File: src/uvfr_pkg.sv
// Package with constants for the undervoltage and turn-on time-out fault response block.
// Function
// - Undervoltage fault sets catch-all status, status-word output bit and undervoltage status bit.
// - A recorded undervoltage fault drives alert active unless that alert is masked.
// - Detection masked until time-out reached, delay done, ramp done, threshold crossed, no overcurrent.
// - Detection is masked whenever the channel is inactive.
// - Detection is masked during the turn-on ramp and the turn-off fall.
// - Response 00 keeps output running, still setting status and alert.
// - Response 01 waits the programmed delay, then applies retry if fault persists.
// - Response 10 disables the output at once, then applies the retry policy.
// - Writing response 11 is unsupported and flags a communication/memory/logic fault.
// - Fault bits clear only on clear, off-then-on, restore, soft reset or power cycle; the communication/memory/logic bit only on clear or power cycle.
// - Retry 000 stays off until cleared; 111 retries without limit.
// - Wait between restart attempts comes from the restart interval setting.
// - Delay field counts 10 us steps and applies only to delayed shutdown.
// - Turn-on time-out fault sets catch-all, word, time-out status bits and alert.
// - A time-out limit of zero disables the turn-on time-out fault response.
// - PWM stays in pulse-skipping mode until the turn-on time-out limit is exceeded.
// - Each fault response command carries exactly one data byte.
// - Undervoltage response command code 0x45, read/write byte, default 0xb8.
// - Turn-on time-out response command code 0x63, read/write byte, default 0xb8.
package uvfr_pkg;
  // ==========================================================================
  // Command codes and defaults.
  localparam logic [7:0] CMD_UV_RESP     = 8'h45;
  localparam logic [7:0] CMD_TON_RESP    = 8'h63;
  localparam logic [7:0] RESP_RST        = 8'hb8;
  // ==========================================================================
  // Field positions in a response byte.
  localparam int         RESP_HI         = 7;
  localparam int         RESP_LO         = 6;
  localparam int         RETRY_HI        = 5;
  localparam int         RETRY_LO        = 3;
  localparam int         DLY_HI          = 2;
  localparam int         DLY_LO          = 0;
  localparam logic [1:0] ACT_IGNORE      = 2'h0;
  localparam logic [1:0] ACT_DELAYED     = 2'h1;
  localparam logic [1:0] ACT_IMMEDIATE   = 2'h2;
  localparam logic [1:0] ACT_BAD         = 2'h3;
  localparam logic [2:0] RETRY_NONE      = 3'h0;
  localparam logic [2:0] RETRY_FOREVER   = 3'h7;
  // ==========================================================================
  // Timing.
  localparam int         CLK_MHZ         = 100;
  localparam int         STEP_US         = 10;
  localparam int         STEP_CYC        = STEP_US * CLK_MHZ;
  localparam logic [9:0] STEP_CYC_M1     = 10'(STEP_CYC - 1);
  // ==========================================================================
  // Response state machine.
  typedef enum logic [1:0] {
    ST_RUN   = 2'b00,
    ST_DELAY = 2'b01,
    ST_OFF   = 2'b10,
    ST_WAIT  = 2'b11
  } uvfr_state_t;
endpackage : uvfr_pkg

File: src/uvfr_top.sv
// Undervoltage and turn-on time-out fault response logic for one channel.
`timescale 1ns/1ps
module uvfr_top (
  input  wire logic        ref_clk_i,
  input  wire logic        arst_n_i,
  input  wire logic        cmd_wr_i,
  input  wire logic [7:0]  cmd_code_i,
  input  wire logic [7:0]  cmd_data_i,
  input  wire logic [7:0]  rd_code_i,
  output logic      [7:0]  rd_data_o,
  input  wire logic        clear_faults_i,
  input  wire logic        restore_all_i,
  input  wire logic        soft_reset_i,
  input  wire logic        chan_on_i,
  input  wire logic        ton_delay_done_i,
  input  wire logic        ton_rise_done_i,
  input  wire logic        toff_fall_i,
  input  wire logic        uv_cross_i,
  input  wire logic        oc_present_i,
  input  wire logic        uv_fault_i,
  input  wire logic        ton_max_zero_i,
  input  wire logic        ton_max_hit_i,
  input  wire logic        uv_alert_mask_i,
  input  wire logic        ton_alert_mask_i,
  input  wire logic [15:0] restart_interval_setting_i,
  output logic             none_above_o,
  output logic             word_vout_o,
  output logic             uv_fault_o,
  output logic             ton_fault_o,
  output logic             cml_fault_o,
  output logic             alert_n_o,
  output logic             out_en_o,
  output logic             restart_o,
  output logic             pulse_skip_o,
  output logic             uv_detect_en_o
);
  // ==========================================================================
  // Storage.
  logic [7:0]              uv_resp_r;
  logic [7:0]              ton_resp_r;
  logic                    uv_st_r;
  logic                    ton_st_r;
  logic                    cml_r;
  logic                    alert_r;
  logic                    max_seen_r;
  logic                    chan_on_d_r;
  uvfr_pkg::uvfr_state_t   state_r;
  uvfr_pkg::uvfr_state_t   state_nxt;
  logic [9:0]              tick_r;
  logic [2:0]              steps_r;
  logic [15:0]             wait_r;
  logic                    restart_r;

  // ==========================================================================
  // Decode of command writes and clearing events.
  wire wr_uv        = cmd_wr_i && (cmd_code_i == uvfr_pkg::CMD_UV_RESP);
  wire wr_ton       = cmd_wr_i && (cmd_code_i == uvfr_pkg::CMD_TON_RESP);
  wire bad_act      = cmd_data_i[uvfr_pkg::RESP_HI:uvfr_pkg::RESP_LO] == uvfr_pkg::ACT_BAD;
  wire off_on       = chan_on_i && !chan_on_d_r;
  wire clr_evt      = clear_faults_i || restore_all_i || soft_reset_i || off_on;
  wire [1:0] act    = uv_resp_r[uvfr_pkg::RESP_HI:uvfr_pkg::RESP_LO];
  wire [2:0] retry  = uv_resp_r[uvfr_pkg::RETRY_HI:uvfr_pkg::RETRY_LO];
  wire [2:0] dly    = uv_resp_r[uvfr_pkg::DLY_HI:uvfr_pkg::DLY_LO];
  wire [1:0] tact   = ton_resp_r[uvfr_pkg::RESP_HI:uvfr_pkg::RESP_LO];
  // Unmasking: time-out reached, delay and ramp done, not falling, crossed, no overcurrent.
  wire ton_reached  = max_seen_r || ton_max_zero_i;
  wire det_en       = chan_on_i && ton_reached && ton_delay_done_i && ton_rise_done_i
                      && !toff_fall_i && uv_cross_i && !oc_present_i;
  wire uv_evt       = det_en && uv_fault_i;
  wire ton_evt      = chan_on_i && !ton_max_zero_i && ton_max_hit_i && !max_seen_r
                      && !uv_cross_i;
  wire ton_act      = ton_evt && (tact != uvfr_pkg::ACT_IGNORE);
  wire step_end     = tick_r == uvfr_pkg::STEP_CYC_M1;
  wire dly_end      = step_end && (steps_r == dly);
  wire wait_end     = wait_r == 16'h0000;

  // ==========================================================================
  // Response state machine next state.
  always_comb begin
    state_nxt = state_r;
    case (state_r)
      uvfr_pkg::ST_RUN: begin
        if (ton_act) begin
          state_nxt = uvfr_pkg::ST_OFF;
        end else if (uv_evt && act == uvfr_pkg::ACT_IMMEDIATE) begin
          state_nxt = uvfr_pkg::ST_OFF;
        end else if (uv_evt && act == uvfr_pkg::ACT_DELAYED) begin
          state_nxt = uvfr_pkg::ST_DELAY;
        end
      end
      uvfr_pkg::ST_DELAY: begin
        if (!uv_fault_i || !det_en) begin
          state_nxt = uvfr_pkg::ST_RUN;
        end else if (dly_end) begin
          state_nxt = uvfr_pkg::ST_OFF;
        end
      end
      uvfr_pkg::ST_OFF: begin
        if (retry == uvfr_pkg::RETRY_FOREVER) begin
          state_nxt = uvfr_pkg::ST_WAIT;
        end else if (clr_evt) begin
          state_nxt = uvfr_pkg::ST_RUN;
        end
      end
      uvfr_pkg::ST_WAIT: begin
        if (!chan_on_i) begin
          state_nxt = uvfr_pkg::ST_RUN;
        end else if (wait_end) begin
          state_nxt = uvfr_pkg::ST_RUN;
        end
      end
      default: state_nxt = uvfr_pkg::ST_RUN;
    endcase
  end

  // ==========================================================================
  // Command registers, one data byte each, unsupported response refused.
  always_ff @(posedge ref_clk_i or negedge arst_n_i) begin
    if (!arst_n_i) begin
      uv_resp_r  <= uvfr_pkg::RESP_RST;
      ton_resp_r <= uvfr_pkg::RESP_RST;
    end else begin
      if (wr_uv && !bad_act) begin
        uv_resp_r <= cmd_data_i;
      end
      if (wr_ton && !bad_act) begin
        ton_resp_r <= cmd_data_i;
      end
    end
  end

  // Sticky status flags; a new event wins over a clear in the same cycle.
  always_ff @(posedge ref_clk_i or negedge arst_n_i) begin
    if (!arst_n_i) begin
      uv_st_r  <= 1'b0;
      ton_st_r <= 1'b0;
      cml_r    <= 1'b0;
    end else begin
      uv_st_r  <= uv_evt || (uv_st_r && !clr_evt);
      ton_st_r <= ton_evt || (ton_st_r && !clr_evt);
      cml_r    <= ((wr_uv || wr_ton) && bad_act) || (cml_r && !clear_faults_i);
    end
  end

  // Alert latch: set by an unmasked fault, released by any clearing event.
  always_ff @(posedge ref_clk_i or negedge arst_n_i) begin
    if (!arst_n_i) begin
      alert_r <= 1'b0;
    end else begin
      alert_r <= (uv_evt && !uv_alert_mask_i) || (ton_evt && !ton_alert_mask_i)
                 || (alert_r && !clr_evt);
    end
  end

  // Turn-on time-out tracking and off-to-on edge detection.
  always_ff @(posedge ref_clk_i or negedge arst_n_i) begin
    if (!arst_n_i) begin
      max_seen_r  <= 1'b0;
      chan_on_d_r <= 1'b0;
    end else begin
      chan_on_d_r <= chan_on_i;
      max_seen_r  <= chan_on_i && (max_seen_r || ton_max_hit_i);
    end
  end

  // State register and restart pulse.
  always_ff @(posedge ref_clk_i or negedge arst_n_i) begin
    if (!arst_n_i) begin
      state_r   <= uvfr_pkg::ST_RUN;
      restart_r <= 1'b0;
    end else begin
      state_r   <= state_nxt;
      restart_r <= (state_r == uvfr_pkg::ST_WAIT) && wait_end && chan_on_i;
    end
  end

  // Delay timer in 10 us steps, reloaded on each entry into the delay state.
  always_ff @(posedge ref_clk_i or negedge arst_n_i) begin
    if (!arst_n_i) begin
      tick_r  <= 10'h000;
      steps_r <= 3'h0;
    end else if (state_r != uvfr_pkg::ST_DELAY) begin
      tick_r  <= 10'h000;
      steps_r <= 3'h0;
    end else if (step_end) begin
      tick_r  <= 10'h000;
      steps_r <= steps_r + 3'h1;
    end else begin
      tick_r  <= tick_r + 10'h001;
    end
  end

  // Retry interval counter, loaded on entry into the wait state.
  always_ff @(posedge ref_clk_i or negedge arst_n_i) begin
    if (!arst_n_i) begin
      wait_r <= 16'h0000;
    end else if (state_r != uvfr_pkg::ST_WAIT) begin
      wait_r <= restart_interval_setting_i;
    end else if (!wait_end) begin
      wait_r <= wait_r - 16'h0001;
    end
  end

  // ==========================================================================
  // Outputs.
  assign none_above_o   = uv_st_r || ton_st_r;
  assign word_vout_o    = uv_st_r || ton_st_r;
  assign uv_fault_o     = uv_st_r;
  assign ton_fault_o    = ton_st_r;
  assign cml_fault_o    = cml_r;
  assign alert_n_o      = !alert_r;
  assign out_en_o       = (state_r == uvfr_pkg::ST_RUN) || (state_r == uvfr_pkg::ST_DELAY);
  assign restart_o      = restart_r;
  assign pulse_skip_o   = chan_on_i && !max_seen_r;
  assign uv_detect_en_o = det_en;
  assign rd_data_o      = (rd_code_i == uvfr_pkg::CMD_UV_RESP)  ? uv_resp_r :
                          (rd_code_i == uvfr_pkg::CMD_TON_RESP) ? ton_resp_r : 8'h00;
endmodule : uvfr_top

File: config.mk
export PLATFORM = sky130hd
export DESIGN_NAME = uvfr_top
export DESIGN_NICKNAME = d
export VERILOG_FILES = /design/src/uvfr_pkg.sv /design/src/uvfr_top.sv
export SDC_FILE = /design/constraint.sdc
export NUM_CORES = 1
export LEC_CHECK = 0
export CAP_MARGIN = 40
export CORE_UTILIZATION = 60
export CTS_CLUSTER_DIAMETER = 150
export DETAILED_ROUTE_END_ITERATION = 10
export DONT_BUFFER_PORTS = 1
export GPL_ROUTABILITY_DRIVEN = 0
export MAX_ROUTING_LAYER = met4
export PLACE_DENSITY = 0.78
export SLEW_MARGIN = 20
export SYNTH_ARGS = -nofsm -noshare
export SYNTH_HDL_FRONTEND = slang
export SYNTH_SLANG_ARGS = --single-unit
File: constraint.sdc
create_clock -name ref_clk_i -period 2.9 [get_ports ref_clk_i]
set_input_delay 0.87 -clock ref_clk_i [delete_from_list [all_inputs] [get_ports ref_clk_i]]
set_output_delay 0.87 -clock ref_clk_i [all_outputs]
set_load 0.01 [all_outputs]
==> out/results.env <==
FINALSETUPVIOLATIONS=0
MAX_CAP_VIOLS=0
SYNTH.AREA.MUX_SHARE_PCT=7.56
WL_UM=5320
HPWLAFTERDP_UM=4040
YS_DOMINANT_REG_CELL='dfrtp_1'
IR_WORST_VDD_mV=0.299
PARITY_GATE_SHARE_OF_THE_SYNTHESIZED_AREA_COUNTING_XOR_AND_XNOR_CELLS_PCT=4.75
DRIVE_GT1_SHARE_PCT=17.5
CTS_SINKS=54
MOST-COMMON-LAYOUT-CELLS='dfrtp_1 (46), nor2_1 (33), nand2_1 (25), inv_1 (10), xnor2_1 (10)'
GRT.TOTAL_USAGE_PCT=22.0
AREAGROWTHSYNTHTOFINISH_PCT=5.43
CRIT_START='rd_code_i[3]'
PATH_CLASS='input port to output port'
ASYNC_RESET_FF_SHARE_PCT=100
CTS_TREE='yes'
NUMBER_OF_FLOPS_MAPPED_TO_ENABLE_CELLS_BY_YOSYS=0
DIE_AREA_UM2=5200
CELLLEAKAGEPOWER_nW=1.36
NUMBER_OF_GLOBAL_ROUTE_VIAS_BEFORE_REPAIR=1978
FINAL.SETUP_SKEW_NS=0.00836
GLOBALROUTEOVERFLOWTOTAL=0
FILLERS=401
SYNTH_AREA_PER_CELL_UM2=10.4
CELLS_ON_WORST_REG2REG_PATH=6
SYNTHCELLS=283
R2R-START='tick_r[0]$_DFF_PN0_'
DETAILED_ROUTING_ITERATIONS_PASS_1=4
CRIT_END='rd_data_o[7]'
CELLPOWERDENSITY_nW_PER_UM2=459
FMAX_MHz=363
VIAS=2086
TRITONCTS.NUM_BUFFERS=5
FP.DIEH_UM=72.1
TIGHTESTPINTRANSITION_NS=0.692
POST_SYNTH_FA_HA_MAJ_AREA_FRACTION_PCT=1.27
INITIAL_UTILIZATION_PCT=62.4
R2R-END='state_r[1]$_DFFE_PN0P_'
POST_SYNTH_NUM_CELL_TYPES=58
PATH_CLK_SLEW_NS=0.10
CORE_AREA_UM2=4720
DETAIL_ROUTE.WL_PER_CELL_UM=15.1
OUTCOME='complete, no violations'
VIA_PER_INST=5.93
CRIT_PATH_TOP_DELAY_CELL='nor4b_1'
SEQCELLAREA_UM2=1360
NUMBER_OF_ANTENNA_VIOLATING_NETS_IN_THE_ROUTED_DESIGN=0
NNETSFINAL=344
CLK_LATENCY_NS=0.31
POST_CTS_HOLD_BUFFER_COUNT=0
SYNTH_COMPOUND_GATE_AREA_SHARE_PCT=13.5
TIMING.CRITICAL_PATH.ARRIVAL_NS=1.89
GRT_MAX_DEGREE=55
ENDPOINT_KIND='output port'
SYNTH-SEQ-AREA-SHARE_PCT=46.2
ANTENNA_FOUND_INITIAL=0
WORST_HOLD_CHECK_PATH_TYPE='input port to async pin'
POST_LAYOUT_MIN_PERIOD_NS=2.76
WORST-PATH-STAGES=5
SYNTH_NETS=343
WORST-ENDPOINT-REQUIRED_NS=2.03
CTS.ROOT.BUFFER_CELL='clkbuf_8'
CLOCKBUFFERDEPTH=2
GRT_FIRST_PASS_WIRELENGTH_UM=8710
WORSTSETUPSTARTPOINTTYPE='input port'
SETUP.REG_TO_REG.WORST_SLACK_NS=1.07
FP-ROW-COUNT=25
CRIT_CHAIN='nor4b_1, nand2_1, nor4b_2, buf_4, a22o_1'
DIODES=0
DETAIL_ROUTE.ITER0.VIOLATIONS=49
FINALCRITPERIODSHARE_PCT=95.1
FINAL-MAX-SLEW-VIOLATION-COUNT=0
FIN_CELLS=352
POST_CTS.RESIZED_INSTANCES=0
IO_PINS=75
FIN_TNS_SETUP_NS=0
YOSYSWARNINGCOUNT=0
REPORT.FINAL.HOLD_VIOL_COUNT=0
CTS-HTREE-LEVELS=2
LARGEST_FAMILY_OF_LOGIC_CELLS_BY_SYNTHESIZED_AREA='simple AND/OR/NAND/NOR gates'
SUM_OF_BUFFERS_AND_INVERTERS_ON_THE_CRITICAL_PATH=1
WORST-PATH-MAX-FANOUT=8
WORST_SLEW_MARGIN_REL_PCT=53.5
OVERALL_POWER_CONSUMPTION_mW=1.43
POST-PLACE-CELLS=344
CRITICAL-PATH-TOP-DELAY-FAMILY='simple AND/OR/NAND/NOR gates'
MULTI_INPUT_AREA_UM2=1490
DIE_X_UM=72.1
SYNTH-SEQ-CELLS=54
LAYOUT.CELLS.MOST_COMMON='dfrtp_1'
PORT_BUFFERS=0
GRT_SETUP_UNREPAIRED='false'
CPPEAKSTAGEDELAY_NS=0.27
CTS_POST_SETUP_BUFFERS_INSERTED=0
DRC_ERRORS=0
POST_SYNTHESIS_CELL_AREA_UM2=2950
AREA_FRACTION_IN_AND_OR_NAND_AND_NOR_CELLS_AFTER_SYNTHESIS_PCT=23.6
[final cells by class]
| cell class | count | area share, % |
|---|---|---|
| Multi-Input combinational cell | 211 | 48.1 |
| Sequential cell | 54 | 43.8 |
| Clock buffer | 7 | 2.78 |
| Tap cell | 67 | 2.70 |
| Inverter | 10 | 1.21 |
| Clock inverter | 1 | 0.966 |
| Timing Repair Buffer | 2 | 0.483 |
[cells in the mapped netlist, types with 3 or more instances]
library cell  number  area [um^2]
nand3_1            6         30.0
o21ai_1            5         25.0
o31ai_1            3         22.5
a31oi_1            7         43.8
dfstp_2            8          210
a21oi_1            8         40.0
nor2_1            33          124
o21a_1             3         22.5
and3_1             8         50.1
mux2_4             7          105
or3_1              5         31.3
nand2_1           25         93.8
xor2_1             6         52.6
a22o_1             8         70.1
mux2_2             6         67.6
nand4_1            4         25.0
ha_1               3         37.5
nand2b_1           3         18.8
nor3_1             7         35.0
dfrtp_1           46         1150
o21ai_0            8         40.0
inv_1             10         37.5
mux2i_1            5         50.1
or2_2              4         25.0
xnor2_1           10         87.6
[per-stage QoR]
stage | utilization [%] | setup slack [ns] | hold WS [ns] | area, um^2
2_1_floorplan | - | 0.00902 | 0.425 | 2950
3_3_place_gp | 63.3 | 0.172 | 0.444 | 2990
6_report | 65.8 | 0.142 | 0.243 | 3110
3_5_place_dp | 63.3 | 0.137 | 0.447 | 2990
4_1_cts | 65.8 | 0.128 | 0.234 | 3110
5_1_grt | 65.8 | 0.00624 | 0.220 | 3110
[where the power goes]
group / total, mW / switching [mW] / leakage, nW / internal (mW)
combinational: 0.0907 / 0.0463 / 0.624 / 0.0444
sequential: 0.818 / 0.0334 / 0.678 / 0.785
clock: 0.519 / 0.237 / 0.0585 / 0.282
[cell families after synthesis]
logic type,count (synthesis)
compound gates,56
xor+xnor,16
fa+ha+maj,3
buf+inv,18
flops,54
mux,18
simple gates,118
[worst reg2reg max path, cell delays in order, from the launching register on]
cell	delay (ns)
dfrtp_1	0.38
ha_1	0.21
nand2_1	0.08
nor4_2	0.51
nand4_1	0.24
a31oi_1	0.22
o211a_1	0.14
[per-layer routing]
layer / share of wire, % / up-vias / track usage, %
li1: - / 1016 / -
met1: 45 / 1005 / 27.4
met2: 48 / 58 / 34.9
met3: 5.9 / 7 / 5.83
met4: 1.2 / 0 / 7.63
met5: 0 / - / -
[registers in the layout, summed over array words and instances, names as in the netlist]
register and cells:
cml_fault_o 1, ton_resp_r 8, ton_fault_o 1, max_seen_r 1
state_r 2, steps_r 3, chan_on_d_r 1, restart_o 1
tick_r 10, alert_r 1, wait_r 16, uv_fault_o 1
uv_resp_r 8
[how the worst min path moves through the flow]
stage                     depth (start not counted)  slack [ns]                 from                    end
final                                             0        0.24             arst_n_i  wait_r[3]$_DFFE_PN0P_
after global routing                              0        0.22             arst_n_i  wait_r[4]$_DFFE_PN0P_
after CTS                                         0        0.23             arst_n_i  wait_r[4]$_DFFE_PN0P_
after detailed placement                          1        0.45  tick_r[0]$_DFF_PN0_    tick_r[0]$_DFF_PN0_
after global placement                            1        0.44  tick_r[0]$_DFF_PN0_    tick_r[0]$_DFF_PN0_
after floorplan                                   1        0.43  tick_r[0]$_DFF_PN0_    tick_r[0]$_DFF_PN0_
Note: power is estimated with default switching activity, not from simulation.
